==> config.mk <==
export PLATFORM = sky130hd
export DESIGN_NAME = event_interrupt_priority_unit
export DESIGN_NICKNAME = d
export VERILOG_FILES = /design/src/verilog/irq_unit_pkg.sv /design/src/verilog/event_interrupt_priority_unit.sv
export SDC_FILE = /design/constraint.sdc
export NUM_CORES = 1
export LEC_CHECK = 0
export BUFFER_PORTS_ARGS = -buffer_cell sky130_fd_sc_hd__buf_2
export CAP_MARGIN = 20
export CORE_MARGIN = 2
export CORE_UTILIZATION = 45
export DETAILED_ROUTE_END_ITERATION = 16
export GPL_TIMING_DRIVEN = 0
export PLACE_DENSITY_LB_ADDON = 0.12
export SLEW_MARGIN = 20
export SYNTH_ARGS = -nofsm -noshare
export SYNTH_HDL_FRONTEND = slang
export SYNTH_SLANG_ARGS = --single-unit
==> constraint.sdc <==
create_clock -name clk_i -period 24.3 [get_ports clk_i]
set_clock_uncertainty 0.15 [all_clocks]
set_input_delay 0 -clock clk_i [delete_from_list [all_inputs] [get_ports clk_i]]
set_output_delay 0 -clock clk_i [all_outputs]
set_load 0.1 [all_outputs]
==> src/verilog/irq_unit_pkg.sv <==
package irq_unit_pkg;
	// event sources, in fixed arbitration order (rank 2 upward)
	localparam int NUM_SRC = 17;
	localparam int NUM_EXC = 5;
	localparam int NUM_PRIO_REG = 9;
	localparam int PRIO_W = 3;
	localparam int LEVEL_W = 4;
	localparam int VEC_W = 16;

	// register byte offsets on the bus
	localparam logic [7:0] OFS_ENABLE_LOW = 8'h00;
	localparam logic [7:0] OFS_ENABLE_HIGH = 8'h04;
	localparam logic [7:0] OFS_RESET_CAUSE = 8'h08;
	localparam logic [7:0] OFS_POWER_CTRL = 8'h0c;
	localparam logic [7:0] OFS_PRIO_BASE = 8'h10;
	localparam logic [7:0] OFS_PERIPH_KEEP = 8'h34;
	localparam logic [7:0] OFS_STATUS = 8'h38;
	localparam logic [7:0] OFS_STATUS_CLR = 8'h3c;
	localparam logic [7:0] OFS_IRQ_ENABLE = 8'h40;

	// field layouts
	localparam int GLOBAL_GATE_BIT = 7;
	localparam int LOW_EN_COUNT = 7;
	localparam int HIGH_EN_COUNT = 10;
	localparam int PRIO_HI_LSB = 4;
	localparam int CAUSE_PIN_BIT = 0;
	localparam int CAUSE_CMD_BIT = 1;
	localparam int CAUSE_WD_BIT = 2;
	localparam int CAUSE_W = 3;
	localparam int PWR_IDLE_BIT = 0;
	localparam int PWR_DOWN_BIT = 1;
	localparam int ST_PD_WAKE = 0;
	localparam int ST_IDLE_WAKE = 1;
	localparam int ST_EXC_TAKEN = 2;
	localparam int ST_W = 3;
	localparam int SRC_EXT_ZERO = 0;
	localparam int SRC_EXT_ONE = 2;
	localparam int SRC_FIRST_SERIAL = 7;
	localparam int SRC_FIRST_CHANNEL = 11;
	localparam int SRC_NO_HALF = 7;

	// vector table
	localparam logic [15:0] VEC_EXC_BASE = 16'h0004;
	localparam logic [15:0] VEC_TRAP_BASE = 16'h0040;
	localparam logic [15:0] VEC_EVT_BASE = 16'h0080;
	localparam logic [15:0] VEC_SERIAL_BASE = 16'h00a0;
	localparam logic [15:0] VEC_CHANNEL_BASE = 16'h00c0;
	localparam logic [3:0] EVT_LEVEL_TOP = 4'h8;
	localparam logic [3:0] EXC_LEVEL = 4'hf;

	// reset values
	localparam logic [31:0] RST_ZERO = 32'h0000_0000;
	localparam logic [16:0] RST_KEEP = 17'h1_ffff;

	// core power state, gray along run -> idle -> down
	typedef enum logic [1:0] {
		PWR_RUN = 2'b00,
		PWR_IDLE = 2'b01,
		PWR_DOWN = 2'b11
	} pwr_state_t;
endpackage

==> src/verilog/event_interrupt_priority_unit.sv <==
`timescale 1ns/1ps
// Summary of operation
// - idle keeps selected peripheral clocks running
// - power-down stops oscillator, state kept
// - power-down exits only by reset, ext pins
// - pin wakes if enabled and above mask
// - cause bits: 2 watchdog, 1 command, 0 pin
// - 17 events, 5 exceptions, 16 traps
// - events gated by global and own enable
// - three-bit priority field per event
// - zero disables, n maps to 8 plus n
// - equal priority served lowest rank first
// - exception and trap vector addresses
// - event vectors from 0080, ranks 2-8
// - serial port vectors from 00a0
// - channel vectors 00c0, two-wire at 00d4
// - two fields per priority register except A3, which holds one, in order
// - cause register shows latest reset only
module event_interrupt_priority_unit (
	input wire logic clk_i,
	input wire logic rst_i,
	input wire logic cyc_i,
	input wire logic stb_i,
	input wire logic we_i,
	input wire logic [7:0] adr_i,
	input wire logic [3:0] sel_i,
	input wire logic [31:0] dat_i,
	output logic [31:0] dat_o,
	output logic ack_o,
	input wire logic [16:0] evt_flag_i,
	input wire logic ext_irq_in_zero_i,
	input wire logic ext_irq_in_one_i,
	input wire logic [4:0] exc_req_i,
	input wire logic trap_req_i,
	input wire logic [3:0] trap_num_i,
	input wire logic [3:0] exec_level_i,
	input wire logic core_ack_i,
	input wire logic cause_pin_i,
	input wire logic cause_cmd_i,
	input wire logic cause_watchdog_i,
	output logic req_valid_o,
	output logic [15:0] vector_o,
	output logic [3:0] req_level_o,
	output logic core_clk_en_o,
	output logic osc_en_o,
	output logic [16:0] periph_clk_en_o,
	output logic irq_o
);

	////////////////////////////////////////////////////////////////////
	// helpers

	// which priority register holds a source (A0-A5 = 0-5, B0-B2 = 6-8)
	function automatic logic [3:0] src_reg(input int i);
		int r;
		r = (i < 6) ? i / 2 : (i == 6) ? 3 : (i + 1) / 2;
		return 4'(r);
	endfunction

	// field half inside that register: 0 = bits 2-0, 1 = bits 6-4
	function automatic logic src_half(input int i);
		return (i < irq_unit_pkg::SRC_NO_HALF) ? 1'(i % 2) : 1'((i + 1) % 2);
	endfunction

	// effective level: zero stays zero, n becomes 8 + n
	function automatic logic [3:0] eff_level(input logic [2:0] p);
		return (p == 3'h0) ? 4'h0 : (irq_unit_pkg::EVT_LEVEL_TOP | {1'b0, p});
	endfunction

	// vector of event source i
	function automatic logic [15:0] evt_vector(input int i);
		logic [15:0] v;
		if (i < irq_unit_pkg::SRC_FIRST_SERIAL)
			v = irq_unit_pkg::VEC_EVT_BASE + 16'(4 * i);
		else if (i < irq_unit_pkg::SRC_FIRST_CHANNEL)
			v = irq_unit_pkg::VEC_SERIAL_BASE
				+ 16'(4 * (i - irq_unit_pkg::SRC_FIRST_SERIAL));
		else
			v = irq_unit_pkg::VEC_CHANNEL_BASE
				+ 16'(4 * (i - irq_unit_pkg::SRC_FIRST_CHANNEL));
		return v;
	endfunction

	// bus address to priority register number, 15 when not one
	function automatic logic [3:0] prio_slot(input logic [7:0] a);
		logic [3:0] s;
		s = 4'hf;
		for (int r = 0; r < irq_unit_pkg::NUM_PRIO_REG; r++)
			if (a == irq_unit_pkg::OFS_PRIO_BASE + 8'(4 * r))
				s = 4'(r);
		return s;
	endfunction

	////////////////////////////////////////////////////////////////////
	// state

	logic [7:0] en_low_ff;
	logic [9:0] en_high_ff;
	logic [2:0] prio_ff [0:16];
	logic [2:0] cause_ff;
	logic [16:0] keep_ff;
	logic [2:0] status_ff;
	logic [2:0] irq_en_ff;
	irq_unit_pkg::pwr_state_t mode_ff;
	logic [1:0] ext0_sync_ff;
	logic [1:0] ext1_sync_ff;
	logic [16:0] enables;
	logic gate;
	logic bus_req;
	logic wr_en;
	logic [3:0] slot;
	logic [31:0] rd_data;
	logic [16:0] pend;
	logic found;
	logic [4:0] best_idx;
	logic [3:0] best_lvl;
	logic exc_any;
	logic [15:0] exc_vec;
	logic take;
	logic [15:0] take_vec;
	logic [3:0] take_lvl;
	logic pd_wake;
	logic [2:0] status_set;
	logic [2:0] status_clr;

	assign enables = {en_high_ff, en_low_ff[irq_unit_pkg::LOW_EN_COUNT-1:0]};
	assign gate = en_low_ff[irq_unit_pkg::GLOBAL_GATE_BIT];
	assign bus_req = cyc_i && stb_i && !ack_o;
	assign wr_en = bus_req && we_i;
	assign slot = prio_slot(adr_i);

	////////////////////////////////////////////////////////////////////
	// register bus: one wait state, every address answered

	always_ff @(posedge clk_i)
	begin
		if (rst_i)
			ack_o <= 1'b0;
		else
			ack_o <= bus_req;
	end

	// read mux, unmapped and write-only offsets read zero
	always_comb
	begin
		rd_data = irq_unit_pkg::RST_ZERO;
		case (adr_i)
			irq_unit_pkg::OFS_ENABLE_LOW: rd_data[7:0] = en_low_ff;
			irq_unit_pkg::OFS_ENABLE_HIGH: rd_data[9:0] = en_high_ff;
			irq_unit_pkg::OFS_RESET_CAUSE: rd_data[2:0] = cause_ff;
			irq_unit_pkg::OFS_POWER_CTRL: rd_data[1:0] = mode_ff;
			irq_unit_pkg::OFS_PERIPH_KEEP: rd_data[16:0] = keep_ff;
			irq_unit_pkg::OFS_STATUS: rd_data[2:0] = status_ff;
			irq_unit_pkg::OFS_IRQ_ENABLE: rd_data[2:0] = irq_en_ff;
			default: rd_data = irq_unit_pkg::RST_ZERO;
		endcase
		for (int i = 0; i < irq_unit_pkg::NUM_SRC; i++)
			if (slot != 4'hf && src_reg(i) == slot)
			begin
				if (src_half(i))
					rd_data[irq_unit_pkg::PRIO_HI_LSB +: 3] = prio_ff[i];
				else
					rd_data[2:0] = prio_ff[i];
			end
	end

	always_ff @(posedge clk_i)
	begin
		if (rst_i)
			dat_o <= irq_unit_pkg::RST_ZERO;
		else if (bus_req && !we_i)
			dat_o <= rd_data;
	end

	// enable registers, low byte lane only for the gate byte
	always_ff @(posedge clk_i)
	begin
		if (rst_i)
		begin
			en_low_ff <= '0;
			en_high_ff <= '0;
			keep_ff <= irq_unit_pkg::RST_KEEP;
			irq_en_ff <= '0;
		end
		else if (wr_en)
		begin
			if (adr_i == irq_unit_pkg::OFS_ENABLE_LOW && sel_i[0])
				en_low_ff <= dat_i[7:0];
			if (adr_i == irq_unit_pkg::OFS_ENABLE_HIGH)
			begin
				if (sel_i[0])
					en_high_ff[7:0] <= dat_i[7:0];
				if (sel_i[1])
					en_high_ff[9:8] <= dat_i[9:8];
			end
			if (adr_i == irq_unit_pkg::OFS_PERIPH_KEEP)
			begin
				if (sel_i[0])
					keep_ff[7:0] <= dat_i[7:0];
				if (sel_i[1])
					keep_ff[15:8] <= dat_i[15:8];
				if (sel_i[2])
					keep_ff[16] <= dat_i[16];
			end
			if (adr_i == irq_unit_pkg::OFS_IRQ_ENABLE && sel_i[0])
				irq_en_ff <= dat_i[2:0];
		end
	end

	// priority fields; the fourth bit of each nibble is not stored
	// three-bit fields
	always_ff @(posedge clk_i)
	begin
		if (rst_i)
		begin
			for (int i = 0; i < irq_unit_pkg::NUM_SRC; i++)
				prio_ff[i] <= 3'h0;
		end
		else if (wr_en && slot != 4'hf && sel_i[0])
		begin
			for (int i = 0; i < irq_unit_pkg::NUM_SRC; i++)
				if (src_reg(i) == slot)
					prio_ff[i] <= src_half(i)
						? dat_i[irq_unit_pkg::PRIO_HI_LSB +: 3] : dat_i[2:0];
		end
	end

	////////////////////////////////////////////////////////////////////
	// reset cause: read-only, written only while reset is applied

	always_ff @(posedge clk_i)
	begin
		if (rst_i)
		begin
			cause_ff[irq_unit_pkg::CAUSE_WD_BIT] <= cause_watchdog_i;
			cause_ff[irq_unit_pkg::CAUSE_CMD_BIT] <= cause_cmd_i;
			cause_ff[irq_unit_pkg::CAUSE_PIN_BIT] <= cause_pin_i;
		end
	end

	////////////////////////////////////////////////////////////////////
	// arbitration

	assign pend = evt_flag_i & enables & {irq_unit_pkg::NUM_SRC{gate}};

	// scan downward so an equal level at a lower rank replaces it
	// lowest rank wins among equal levels
	always_comb
	begin
		found = 1'b0;
		best_idx = 5'h0;
		best_lvl = 4'h0;
		for (int i = irq_unit_pkg::NUM_SRC - 1; i >= 0; i--)
			if (pend[i] && eff_level(prio_ff[i]) != 4'h0
				&& eff_level(prio_ff[i]) >= best_lvl)
			begin
				found = 1'b1;
				best_idx = 5'(i);
				best_lvl = eff_level(prio_ff[i]);
			end
	end

	// exceptions rank ahead of all events, lowest slot first
	// exception vectors
	always_comb
	begin
		exc_vec = irq_unit_pkg::VEC_TRAP_BASE + {10'h0, trap_num_i, 2'h0};
		for (int e = irq_unit_pkg::NUM_EXC - 1; e >= 0; e--)
			if (exc_req_i[e])
				exc_vec = irq_unit_pkg::VEC_EXC_BASE + 16'(4 * e);
	end
	assign exc_any = (|exc_req_i) || trap_req_i;

	always_comb
	begin
		take = 1'b0;
		take_vec = exc_vec;
		take_lvl = irq_unit_pkg::EXC_LEVEL;
		if (mode_ff != irq_unit_pkg::PWR_DOWN)
		begin
			if (exc_any)
				take = 1'b1;
			else if (found && best_lvl > exec_level_i)
			begin
				take = 1'b1;
				take_vec = evt_vector(int'(best_idx));
				take_lvl = best_lvl;
			end
		end
	end

	// request held until the core acknowledges it
	always_ff @(posedge clk_i)
	begin
		if (rst_i)
		begin
			req_valid_o <= 1'b0;
			vector_o <= '0;
			req_level_o <= '0;
		end
		else if (!req_valid_o || core_ack_i)
		begin
			req_valid_o <= take;
			vector_o <= take_vec;
			req_level_o <= take_lvl;
		end
	end

	////////////////////////////////////////////////////////////////////
	// power modes

	// wake pins arrive asynchronously while the core sleeps
	always_ff @(posedge clk_i)
	begin
		if (rst_i)
		begin
			ext0_sync_ff <= 2'b00;
			ext1_sync_ff <= 2'b00;
		end
		else
		begin
			ext0_sync_ff <= {ext0_sync_ff[0], ext_irq_in_zero_i};
			ext1_sync_ff <= {ext1_sync_ff[0], ext_irq_in_one_i};
		end
	end

	assign pd_wake = gate && (
		(ext0_sync_ff[1] && enables[irq_unit_pkg::SRC_EXT_ZERO]
			&& eff_level(prio_ff[irq_unit_pkg::SRC_EXT_ZERO]) > exec_level_i)
		|| (ext1_sync_ff[1] && enables[irq_unit_pkg::SRC_EXT_ONE]
			&& eff_level(prio_ff[irq_unit_pkg::SRC_EXT_ONE]) > exec_level_i));

	always_ff @(posedge clk_i)
	begin
		if (rst_i)
			mode_ff <= irq_unit_pkg::PWR_RUN;
		else
			case (mode_ff)
				irq_unit_pkg::PWR_RUN:
					if (wr_en && adr_i == irq_unit_pkg::OFS_POWER_CTRL && sel_i[0])
					begin
						if (dat_i[irq_unit_pkg::PWR_DOWN_BIT])
							mode_ff <= irq_unit_pkg::PWR_DOWN;
						else if (dat_i[irq_unit_pkg::PWR_IDLE_BIT])
							mode_ff <= irq_unit_pkg::PWR_IDLE;
					end
				// any request that would be taken reactivates the core
				irq_unit_pkg::PWR_IDLE:
					if (take)
						mode_ff <= irq_unit_pkg::PWR_RUN;
				irq_unit_pkg::PWR_DOWN:
					if (pd_wake)
						mode_ff <= irq_unit_pkg::PWR_RUN;
				default: mode_ff <= irq_unit_pkg::PWR_RUN;
			endcase
	end

	// clock gates follow the state; registers are never reset by sleep
	// idle keep mask
	always_ff @(posedge clk_i)
	begin
		if (rst_i)
		begin
			core_clk_en_o <= 1'b1;
			osc_en_o <= 1'b1;
			periph_clk_en_o <= irq_unit_pkg::RST_KEEP;
		end
		else
		begin
			core_clk_en_o <= (mode_ff == irq_unit_pkg::PWR_RUN);
			osc_en_o <= (mode_ff != irq_unit_pkg::PWR_DOWN);
			case (mode_ff)
				irq_unit_pkg::PWR_IDLE: periph_clk_en_o <= keep_ff;
				irq_unit_pkg::PWR_DOWN: periph_clk_en_o <= '0;
				default: periph_clk_en_o <= irq_unit_pkg::RST_KEEP;
			endcase
		end
	end

	////////////////////////////////////////////////////////////////////
	// interrupt status: set beats clear in the same cycle

	assign status_set[irq_unit_pkg::ST_PD_WAKE] =
		(mode_ff == irq_unit_pkg::PWR_DOWN) && pd_wake;
	assign status_set[irq_unit_pkg::ST_IDLE_WAKE] =
		(mode_ff == irq_unit_pkg::PWR_IDLE) && take;
	assign status_set[irq_unit_pkg::ST_EXC_TAKEN] =
		(!req_valid_o || core_ack_i) && take && exc_any;
	assign status_clr = (wr_en && adr_i == irq_unit_pkg::OFS_STATUS_CLR
		&& sel_i[0]) ? dat_i[2:0] : 3'h0;

	always_ff @(posedge clk_i)
	begin
		if (rst_i)
			status_ff <= '0;
		else
			status_ff <= (status_ff & ~status_clr) | status_set;
	end

	always_ff @(posedge clk_i)
	begin
		if (rst_i)
			irq_o <= 1'b0;
		else
			irq_o <= |(status_ff & irq_en_ff);
	end

	////////////////////////////////////////////////////////////////////
	// checks

	chk_cause_capture: assert property (@(posedge clk_i)
		rst_i |=> cause_ff == $past({cause_watchdog_i, cause_cmd_i,
			cause_pin_i}))
		else $error("reset cause not rewritten");

	chk_cause_hold: assert property (@(posedge clk_i)
		disable iff (rst_i) !rst_i |=> $stable(cause_ff))
		else $error("reset cause changed outside reset");

	chk_osc_stop: assert property (@(posedge clk_i)
		disable iff (rst_i)
		mode_ff == irq_unit_pkg::PWR_DOWN |=> !osc_en_o && !core_clk_en_o)
		else $error("oscillator runs in power-down");

	chk_down_stays: assert property (@(posedge clk_i)
		disable iff (rst_i)
		(mode_ff == irq_unit_pkg::PWR_DOWN && !pd_wake)
			|=> mode_ff == irq_unit_pkg::PWR_DOWN)
		else $error("power-down left without a wake pin");

	chk_pin_wake: assert property (@(posedge clk_i)
		disable iff (rst_i)
		(mode_ff == irq_unit_pkg::PWR_DOWN && pd_wake)
			|=> mode_ff == irq_unit_pkg::PWR_RUN ##1 osc_en_o)
		else $error("enabled pin did not wake");

	chk_idle_clocks: assert property (@(posedge clk_i)
		disable iff (rst_i)
		mode_ff == irq_unit_pkg::PWR_IDLE |=> periph_clk_en_o == $past(keep_ff))
		else $error("idle peripheral clocks wrong");

	chk_event_level: assert property (@(posedge clk_i)
		disable iff (rst_i)
		(req_valid_o && vector_o >= irq_unit_pkg::VEC_EVT_BASE)
			|-> req_level_o > irq_unit_pkg::EVT_LEVEL_TOP)
		else $error("event level below nine");

	chk_gate_exec: assert property (@(posedge clk_i)
		disable iff (rst_i)
		($rose(req_valid_o) && vector_o >= irq_unit_pkg::VEC_EVT_BASE)
			|-> $past(gate) && req_level_o > $past(exec_level_i))
		else $error("event taken while gated or masked");

	chk_exc_first: assert property (@(posedge clk_i)
		disable iff (rst_i)
		(!req_valid_o && exc_any && mode_ff != irq_unit_pkg::PWR_DOWN)
			|=> req_valid_o && vector_o < irq_unit_pkg::VEC_EVT_BASE)
		else $error("exception not presented first");

	chk_bus_ack: assert property (@(posedge clk_i)
		disable iff (rst_i)
		(cyc_i && stb_i && !ack_o) |=> ack_o ##1 !ack_o)
		else $error("bus ack not a single cycle");

endmodule

==> Yosys cells after proc, flatten, opt, wreduce, memory -nomap -nowiden <==
Memories as Yosys holds them, arrays and structs flattened.
Index checks and enable logic that the tools add are counted.
{ "totals": {"mem_bits_rw": 51, "elab_cells": 401, "register_bits": 109, "input_bits": 86, "mem_count": 1} }
{ "mem_list": {"columns": ["name", "words", "width", "read_ports", "rd_clocked_by_memory_dff", "wr", "line", "source"], "rows": [
  ["prio_ff", 17, 3, 17, 0, 17, "event_interrupt_priority_unit.sv:99", "logic [2:0] prio_ff [0:16];"]
]} }
{ "op_classes": {"n_bitwise": 23, "n_reduce_logical": 118, "order_cmp": 22, "n_addsub": 6, "muxes": 178, "eq_ne": 32} }
{ "ops": {"columns": ["cell", "count"], "rows": [
  ["4-bit 2-to-1 mux", 46],
  ["16-bit 2-to-1 mux", 9],
  ["3-bit 2-to-1 mux", 35],
  ["5-bit 2-to-1 mux", 17],
  ["4-bit nonzero test", 17],
  ["1-bit logical AND", 65],
  ["8-bit by 6-bit == test with 1-bit output, second input constant", 8],
  ["4-bit greater-or-equal comparator", 16],
  ["1-bit 2-to-1 mux", 58],
  ["3-bit zero test", 17],
  ["17-bit bitwise AND", 2],
  ["17-bit case mux with 2 select lines", 1],
  ["8-bit by 5-bit == test with 1-bit output, second input constant", 4],
  ["9-bit by 8-bit adder with 10-bit output, first input constant", 2],
  ["1-bit OR", 17],
  ["3-bit by 4-bit == test with 1-bit output, first input constant", 4],
  ["8-bit by 4-bit == test with 1-bit output, second input constant", 2],
  ["5-bit case mux with 3 select lines", 1],
  ["3-bit AND reduction", 5],
  ["2-bit case mux with 7 select lines", 1],
  ["4-bit > comparator", 3],
  ["2-bit 2-to-1 mux", 5],
  ["8-bit by 7-bit adder with 9-bit output, first input constant", 1],
  ["7-bit by 6-bit adder with 8-bit output, first input constant", 1],
  ["32 further kinds", 42]
]} }

==> Depth between registers and ports, before layout <==
Gate-level depths: netlist of run 1.
An unclocked memory read counts as a cell.
{ "depth": {"depth_word": 63, "depth_mapped": 147} }

==> Worst setup path before layout of run 1 <==
No wires, ideal clock.
{ "synth_path": {"path_kind": "reg-to-reg", "startpoint": "mem prio_ff[15][1], in the netlist prio_ff[0][46]", "endpoint": "reg vector_o[3]", "synth_period_minus_slack_ns": 24.819, "path_slack_ns": -0.519, "arrival_time_ns": 24.578, "path_stages_with_launch": 137, "n_path_buf": 5, "cell_sequence": "edfxtp_1 > or3_4 > ha_1 > a21oi_1 > o21ai_1 > a21o_1 > and2_1 > ha_1 > a211oi_1 > o21ai_0 > nand3_1 > mux2_2 > ha_1 > nand2b_1 > a2111oi_0 > nor2_1 > o21ai_0 > nor3_2 > (+101 left out) > inv_1 > ha_1 > a21o_1 > a21o_1 > a21oi_1 > nor2_1 > mux2_2 > ha_1 > nor2b_1 > o21ai_0 > nand2b_1 > a21oi_1 > a41o_1 > inv_1 > o2111a_1 > buf_6 > or3_1 > a311oi_1"} }
{ "synth_lines": {"columns": ["item", "line", "source"], "rows": [
  ["from (decl)", "event_interrupt_priority_unit.sv:99", null],
  ["to (signal assigned)", "event_interrupt_priority_unit.sv:304", "vector_o <= take_vec;"],
  ["to (decl)", "event_interrupt_priority_unit.sv:42", "output logic [15:0] vector_o,"]
]} }

==> impl_metrics.json, run 1 <==
{
  "outcome": "complete, but fails checks",
  "violations": "setup timing",
  "synth_fa_ha_area_share_pct": 7.795,
  "ys_warn_count": 0,
  "ys_dominant_reg_cell": "dfxtp_1",
  "clkTransAtPathRegs_ns": 0.08,
  "finalHoldViolCount": 0,
  "synth_xor_area_share_pct": 0,
  "r2r_cells": 137,
  "drv_cap": 0,
  "finalSetupViolations": 9,
  "top_layer": "met4",
  "core_mm2": 0.02169,
  "start_kind": "register",
  "hold_depth": 5,
  "drive_above_1_share_pct": 33.87,
  "io_buffers": 118,
  "power.density_mw_per_mm2": 45.08,
  "synth_compound_area_share_pct": 22.46,
  "grt.total_usage_pct": 28.05,
  "muxShareOfSynthArea_pct": 5.403,
  "syn-mean-instance-area_um2": 8.546,
  "wl_per_cell_um": 19.72,
  "path_max_fanout": 7,
  "syn_inst": 1157,
  "place.gp.congestion": 0.9556,
  "drc": 0,
  "cts_buffer_depth": 2,
  "grt_antenna_before_repair": 0,
  "grt-ovfl-total": 0,
  "hold_path_class": "input pin to register",
  "die_w_um": 152.2,
  "r2r_setup_slack_ns": -0.19,
  "hp-start": "adr_i[1]",
  "clk_latency_ns": 0.43,
  "tns_ns": -1.054,
  "final_common_cell": "buf_4",
  "dr_wl_met3_mm": 2.390,
  "finalCoreUtilization_pct": 64.35,
  "grt_max_degree": 17,
  "setup.worst_path.class": "register to register",
  "ir_drop_mv": 0.04997,
  "io_pins": 160,
  "timing.fmax_ghz": 0.04083,
  "grt_pass1_wl_mm": 52.04,
  "syn_to_final_growth_pct": 41.14,
  "synth_edf_count": 54,
  "drt-met1-wl_mm": 14.60,
  "tightest_slew_ns": 0.8830,
  "timing.rr.end": "vector_o[5]",
  "dp_hpwl_mm": 24.07,
  "grt_pass1_vias": 9831,
  "synth_area_mm2": 0.009888,
  "critical-path-top-delay-family": "compound AO/OA/AOI/OAI gates",
  "period_share_pct": 100.8,
  "totalWireLength_mm": 34.94,
  "yosysUniqueCellTypes": 88,
  "synthSimpleGateAreaFrac_pct": 21.60,
  "power.total_uw": 629.2,
  "power.leakage_nw": 5.741,
  "maxSlewViolCount": 0,
  "end_kind": "register",
  "layout.nets": 1624,
  "firstDrtPassIters": 5,
  "cts.htree.levels": 4,
  "fin_ws_ns": -0.1933,
  "cts_root_buf": "clkbuf_16",
  "relSlewSlack_pct": 40.59,
  "numCtsBuffers": 17,
  "cp_num_buf_inv": 11,
  "ant_nets": 0,
  "synth_top_family_by_area": "compound AO/OA/AOI/OAI gates",
  "die_y_um": 152.2,
  "drtIter0Drc": 835,
  "seq_area_frac_synth_pct": 36.04,
  "required_ns": 24.49,
  "dieArea_mm2": 0.02318,
  "vias": 10400,
  "layout_common_cells": "buf_4, buf_2, dfxtp_1",
  "cpPeakStageDelay_ns": 0.42,
  "rsz0062_at_grt": "yes",
  "crit_slowest_cell": "edfxtp_1",
  "whs_endpoint": "irq_en_ff[2]",
  "async_flop_share_pct": 0,
  "worstPathArrival_ns": 24.68,
  "via_per_inst": 5.871,
  "ys_ff_latch": 151,
  "cts_tree": "done",
  "num_rows": 54,
  "wl_met2_mm": 17.05,
  "critical_path_depth": 137,
  "start_util_pct": 45.59,
  "clock-sinks": 151,
  "period_needed_ns": 24.49,
  "reg2reg_from": "prio_ff[0][45]"
}
==> timing repair <==
item,in CTS,in global routing
hold endpoints to repair,72,0
buffers inserted,71,51
hold buffers,42,0
setup endpoints to repair,13,13
pin swaps,52,108
resized for setup,94,140
==> cell usage after synthesis, types with 10 or more instances <==
master / count / area (um^2)
and2_1: 20 / 125.1
mux2_2: 13 / 146.4
a21o_1: 13 / 97.59
clkbuf_1: 45 / 168.9
nand2b_1: 24 / 150.1
nor2b_1: 19 / 118.9
a21oi_1: 64 / 320.3
nor2_1: 100 / 375.4
edfxtp_1: 54 / 1622
dfxtp_1: 97 / 1942
and3_1: 12 / 75.07
or3_1: 15 / 93.84
buf_4: 25 / 187.7
nand2_1: 110 / 412.9
mux2i_1: 29 / 290.3
nand4_1: 10 / 62.56
ha_1: 60 / 750.7
a31oi_1: 12 / 75.07
a221oi_1: 10 / 87.58
inv_1: 70 / 262.8
a22oi_1: 18 / 135.1
o21ai_0: 74 / 370.4
o211ai_1: 26 / 195.2
nor3_1: 30 / 150.1
nand3_1: 39 / 195.2
a211oi_1: 11 / 82.58
==> layer usage <==
metal  global-route usage [%]  up-vias
li1                         -     4883
met1                    36.50     4986
met2                    47.79      454
met3                    4.664       81
met4                    8.767        0
met5                        0        -
==> logic make-up after synthesis <==
kind of cell | Yosys count
AO/OA/AOI/OAI | 325
adder cells (fa/ha/maj) | 62
buffers and inverters | 146
flip-flops | 151
multiplexers | 48
other | 1
AND/OR/NAND/NOR | 424
==> worst max-delay path by stage <==
stage                        start     endpoint  slack, ns
finish              prio_ff[0][45]  vector_o[5]      -0.19
global route         en_high_ff[9]  vector_o[3]      -1.13
CTS                 prio_ff[0][47]  vector_o[3]      0.005
detailed placement    en_low_ff[7]  vector_o[4]      -3.73
global placement      en_low_ff[7]  vector_o[4]      -3.54
floorplan           prio_ff[0][46]  vector_o[3]     0.0009
==> layout make-up <==
class | count | area, um^2
diodes | 1 | 2.502
plain buffers | 73 | 384.1
clock inverters | 13 | 130.1
flip-flops and latches | 151 | 3566
multi-input cells | 883 | 6842
inverters | 70 | 262.8
fillers | 1812 | 7732
repair buffers | 282 | 1954
well taps | 280 | 350.3
clock buffers | 19 | 464.2
==> state kept, by name, indices dropped and copies added (netlist names) <==
register / cells
dat_o: 17
en_low_ff: 8
ext0_sync_ff: 2
req_valid_o: 1
mode_ff: 2
prio_ff: 51
ext1_sync_ff: 2
irq_o: 1
ack_o: 1
req_level_o: 4
status_ff: 3
vector_o: 7
irq_en_ff: 3
core_clk_en_o: 1
osc_en_o: 1
periph_clk_en_o: 17
en_high_ff: 10
keep_ff: 17
cause_ff: 3
==> worst register-to-register path: cells and delay by family (launching register included) <==
| kind | cells | cell delay [ns] |
|---|---|---|
| AOI/OAI and AO/OA | 56 | 9.97 |
| adders and majority gates | 18 | 4.68 |
| buffers and inverters | 11 | 1.14 |
| DFF | 1 | 0.42 |
| muxes | 8 | 2.48 |
| and+or+nand+nor | 44 | 5.56 |
==> through the flow <==
step	hold WS (ns)	cell area (um^2)	instances	worst slack, ns
2_1_floorplan	-0.05113	10030	1180	0.0008828
3_3_place_gp	0.02897	10970	1578	-3.537
3_5_place_dp	0.02888	10970	1578	-3.730
4_1_cts	0.02824	12920	1723	0.004508
5_1_grt	0.09025	13950	1771	-1.134
6_report	0.07947	13960	1772	-0.1933
==> power by group <==
part	switching (mW)	total, mW	internal, mW
clock	0.114	0.267	0.153
combinational	0.0597	0.0872	0.0275
sequential	0.00738	0.275	0.267
total	0.182	0.629	0.448
No activity file was read; power rests on OpenSTA's default activity.
==> inputs of run 2 (changes only) <==
--- a/config.mk
+++ b/config.mk
@@ -13,4 +13,5 @@
 export GPL_TIMING_DRIVEN = 0
 export PLACE_DENSITY_LB_ADDON = 0.12
+export SKIP_CTS_REPAIR_TIMING = 1
 export SLEW_MARGIN = 20
 export SYNTH_ARGS = -nofsm -noshare
==> constraint.sdc (replaced) <==
create_clock -name clk_i -period 24.3 [get_ports clk_i]
set_clock_uncertainty 0.15 [all_clocks]
set_input_delay 2.43 -clock clk_i [delete_from_list [all_inputs] [get_ports clk_i]]
set_output_delay 2.43 -clock clk_i [all_outputs]
set_load 0.1 [all_outputs]
==> impl_metrics.json, run 2 (synthesized netlist as in run 1, its figures left out) <==
{
  "outcome": "complete, but fails checks",
  "violations": "setup timing",
  "vias": 9764,
  "core_mm2": 0.02169,
  "cpPeakStageDelay_ns": 0.39,
  "grt_max_degree": 17,
  "wl_per_cell_um": 19.15,
  "dp_hpwl_mm": 24.25,
  "setup.worst_path.class": "input pin to register",
  "worstPathArrival_ns": 26.22,
  "relSlewSlack_pct": 22.40,
  "required_ns": 24.49,
  "final_common_cell": "buf_2",
  "cts_root_buf": "clkbuf_16",
  "finalCoreUtilization_pct": 60.47,
  "grt_pass1_vias": 8891,
  "numCtsBuffers": 17,
  "power.leakage_nw": 5.308,
  "period_needed_ns": 26.03,
  "regMostFlops": "prio_ff",
  "grt.total_usage_pct": 26.01,
  "fill_cells": 1943,
  "maxSlewViolCount": 0,
  "whs_ns": 0.2928,
  "drv_cap": 0,
  "placed_cells": 1579,
  "grt-ovfl-total": 0,
  "drc": 0,
  "path_common_cell": "nand2b_4",
  "finalSetupViolations": 13,
  "n_antenna_cell": 0,
  "cts.htree.levels": 4,
  "end_kind": "register",
  "tightest_slew_ns": 1.155,
  "dieArea_mm2": 0.02318,
  "cts_buffer_depth": 2,
  "via_per_inst": 5.826,
  "crit_slowest_cell": "a222oi_1",
  "hold_path_class": "register to register",
  "power.density_mw_per_mm2": 47.90,
  "finalHoldViolCount": 0,
  "die_w_um": 152.2,
  "instances_no_fill": 1676,
  "firstDrtPassIters": 6,
  "ir_drop_mv": 0.05046,
  "totalWireLength_mm": 32.10,
  "grt_pass1_wl_mm": 48.22,
  "fin_ws_ns": -1.730,
  "largest_register_ffs": 51,
  "ant_nets": 0,
  "timing.fmax_ghz": 0.03842,
  "num_rows": 54,
  "grt_antenna_before_repair": 3,
  "io_pins": 160,
  "io_buffers": 118,
  "drive_above_1_share_pct": 31.81,
  "syn_to_final_growth_pct": 32.62,
  "drtIter0Drc": 746,
  "clock-sinks": 151,
  "period_share_pct": 107.1,
  "layout_common_cells": "buf_2, dfxtp_1, nand2_1",
  "clkTransAtPathRegs_ns": 0.07,
  "start_util_pct": 45.59,
  "layout.nets": 1529,
  "clk_latency_ns": 0.44,
  "path_max_fanout": 7,
  "die_y_um": 152.2,
  "rsz0062_at_grt": "yes",
  "place.gp.congestion": 0.9849,
  "cts_tree": "done",
  "start_kind": "input pin",
  "dp_slack_ns": -4.193
}
-- run 2: changes by cell type in the layout (fill, tap and decap cells not counted), sizes merged --
cell / change
buf: -53
bufinv: +1
clkbuf: -1
clkinv: -4
diode: -1
dlygate4sd3: -42
inv: +4
-- run 2: critical path: cells and delay by family --
kind,cells,cell delay [ns]
and+or+nand+nor,47,6.20
AOI/OAI and AO/OA,56,9.41
muxes,8,2.51
adders and majority gates,18,4.43
buffers and inverters,13,1.20
-- run 2: power breakdown --
part           switching, mW  total [mW]  internal [mW]
sequential           0.00735       0.275          0.267
clock                  0.117       0.273          0.156
combinational         0.0575      0.0802         0.0227
-- run 2: through the flow --
step	power [mW]	TNS, ns	area (um^2)
2_1_floorplan	0.3345	-9.557	10470
3_3_place_gp	0.3541	-47.42	11410
3_5_place_dp	0.3548	-52.26	11420
4_1_cts	0.6234	-47.77	12020
5_1_grt	0.6458	-35.29	13110
6_report	0.6282	-20.20	13110
-- run 2: routing by layer --
metal,share of wire (%),global-route usage (%)
met5,0.022,0
met2,47,42.47
met4,1.9,7.032
met3,7.9,5.347
met1,43,35.20
-- run 2: worst paths after layout --
check / startpoint / end / slack, ns / depth (start not counted)
worst max-delay path: evt_flag_i[16] / vector_o[3] / -1.73 / 142
worst max register to register: prio_ff[0][46] / vector_o[3] / -0.14 / 139
worst min register to register: ext0_sync_ff[0] / ext0_sync_ff[1] / 0.29 / 1
worst min-delay path: ext0_sync_ff[0] / ext0_sync_ff[1] / 0.29 / 1
-- run 2: area by class of cell --
cell class	count	area (um^2)	area share, %
Buffer	76	414.1	3.158
Clock buffer	18	429.2	3.273
Clock inverter	14	172.7	1.317
Inverter	70	262.8	2.004
Multi-Input combinational cell	883	6820	52.01
Sequential cell	151	3563	27.17
Tap cell	280	350.3	2.672
Timing Repair Buffer	184	1101	8.396
==> inputs of run 3 (changes only) <==
Settings changed: ABC_AREA set to 1.
==> impl_metrics.json, run 3 <==
{
  "firstDrtPassIters": 5,
  "fill_cells": 2117,
  "whs_ns": 0.2642,
  "cts_tree": "done",
  "syn_to_final_growth_pct": 17.53,
  "crit_slowest_cell": "ha_1",
  "start_util_pct": 45.92,
  "dp_hpwl_mm": 22.48,
  "num_rows": 53,
  "wl_per_cell_um": 15.93,
  "io_pins": 160,
  "syn-mean-instance-area_um2": 7.325,
  "grt.total_usage_pct": 25.04,
  "cts.htree.levels": 4,
  "period_needed_ns": 21.49,
  "ys_dominant_reg_cell": "dfxtp_1",
  "die_w_um": 150.7,
  "totalWireLength_mm": 28.24,
  "seq_area_frac_synth_pct": 36.80,
  "synth_area_mm2": 0.009683,
  "worstPathArrival_ns": 21.68,
  "ir_drop_mv": 0.04976,
  "finalSetupViolations": 0,
  "largest_register_ffs": 51,
  "relSlewSlack_pct": 33.48,
  "n_antenna_cell": 0,
  "cp_num_buf_inv": 17,
  "timing.fmax_ghz": 0.04654,
  "drive_above_1_share_pct": 18.02,
  "power.leakage_nw": 5.371,
  "drc": 0,
  "synth_common_cells": "inv_1, nand2_1, o21ai_0",
  "async_flop_share_pct": 0,
  "clk_latency_ns": 0.43,
  "tns_ns": 0,
  "cts_root_buf": "clkbuf_16",
  "grt_pass1_vias": 8130,
  "grt_max_degree": 17,
  "numCtsBuffers": 17,
  "path_max_fanout": 10,
  "end_kind": "register",
  "yosysUniqueCellTypes": 45,
  "drtIter0Drc": 710,
  "power.total_uw": 623.0,
  "path_common_cell": "nand2_1",
  "critical-path-top-delay-family": "simple AND/OR/NAND/NOR gates",
  "yosysTopAreaCellShare_pct": 20.05,
  "clkTransAtPathRegs_ns": 0.06,
  "place.gp.congestion": 0.9183,
  "start_kind": "input pin",
  "synth_compound_area_share_pct": 15.66,
  "maxSlewViolCount": 0,
  "seq_area_mm2": 0.003563,
  "via_per_inst": 5.127,
  "die_y_um": 150.7,
  "syn_inst": 1322,
  "yosysMostFrequentCell": "inv_1",
  "grt_antenna_before_repair": 1,
  "synthSimpleGateAreaFrac_pct": 27.20,
  "vias": 9090,
  "setup.worst_path.class": "input pin to register",
  "clock-sinks": 151,
  "ys_top_cells_by_area": "dfxtp_1, edfxtp_1, inv_1, nand2_1, ha_1",
  "grt-ovfl-total": 0,
  "period_share_pct": 88.43,
  "layout_common_cells": "inv_1, nand2_1, o21ai_0",
  "muxShareOfSynthArea_pct": 0,
  "synth_top_family_by_area": "simple AND/OR/NAND/NOR gates",
  "synth_xor_area_share_pct": 0,
  "grt_pass1_wl_mm": 43.42,
  "fin_area_mm2": 0.01138,
  "finalCoreUtilization_pct": 53.97,
  "regMostFlops": "prio_ff",
  "io_buffers": 119,
  "core_mm2": 0.02109,
  "outcome": "finished clean",
  "rsz0062_at_grt": "no",
  "synth_fa_ha_area_share_pct": 7.753,
  "synth_edf_count": 54,
  "dieArea_mm2": 0.02271,
  "drv_cap": 0,
  "ys_warn_count": 0,
  "final_common_cell": "inv_1",
  "tightest_slew_ns": 0.9941,
  "finalHoldViolCount": 0,
  "power.density_mw_per_mm2": 54.74,
  "multi_input_area_mm2": 0.005014,
  "dpl_cell_area_mm2": 0.01071,
  "cts_buffer_depth": 2,
  "yosys.area.top_type": "dfxtp_1",
  "ys_ff_latch": 151,
  "hold_path_class": "register to register",
  "required_ns": 24.50,
  "cpPeakStageDelay_ns": 0.31,
  "layout.nets": 1631,
  "ant_nets": 0
}
-- run 3: changes by cell type in the layout (fill, tap and decap cells not counted), sizes merged, moves of 13 or more --
cell and delta:
nand2 +164, inv +147, nand3 +73, buf -68
o21ai +60, mux2i -29, nand2b -24, and2 -19
nor2b -19, a22oi -18, nor2 +18, mux2 -17
or3 -16, a21o -13
-- run 3: final cells by class --
class	count	share of cell area (%)
Sequential cell	151	31.31
Clock buffer	28	5.101
Buffer	65	3.067
Timing Repair Buffer	121	5.365
Multi-Input combinational cell	899	44.05
Tap cell	275	3.023
Inverter	230	7.641
Clock inverter	4	0.4398
-- run 3: kinds of logic after synthesis --
| logic type | count (synthesis) |
|---|---|
| AND/OR/NAND/NOR | 546 |
| buffers and inverters | 295 |
| AO/OA/AOI/OAI | 269 |
| flip-flops | 151 |
| adder cells (fa/ha/maj) | 60 |
| other | 1 |
-- run 3: final timing paths --
kind,cells past startpoint,startpoint,slack (ns),endpoint
setup / recovery,173,evt_flag_i[16],2.81,vector_o[8]
hold / removal,2,ext1_sync_ff[0],0.26,ext1_sync_ff[1]
setup reg to reg,173,en_low_ff[7],4.41,vector_o[8]
hold reg to reg,2,ext1_sync_ff[0],0.26,ext1_sync_ff[1]
-- run 3: metal layers --
layer  global-route usage, %  wire [um]  vias to the layer above
met4                   7.243        552                        2
met5                       0         13                        -
met3                   5.333       1995                       42
met2                   39.18      12690                      305
li1                        -          -                     4644
met1                   34.87      12990                     4097
-- run 3: metrics by stage --
stage	std cells	worst slack, ns
2_1_floorplan	1345	4.698
3_3_place_gp	1739	2.186
3_5_place_dp	1739	1.936
4_1_cts	1771	2.263
5_1_grt	1773	0.02325
6_report	1773	2.813
-- run 3: worst min-delay path, stage by stage, from the launching register on --
cell,delay [ns]
dfxtp_1,0.29
inv_1,0.04
nor2_1,0.04
-- run 3: power by group --
| group | internal, mW | switching (mW) |
|---|---|---|
| clock network | 0.173 | 0.103 |
| logic | 0.0178 | 0.0562 |
| registers | 0.268 | 0.00523 |
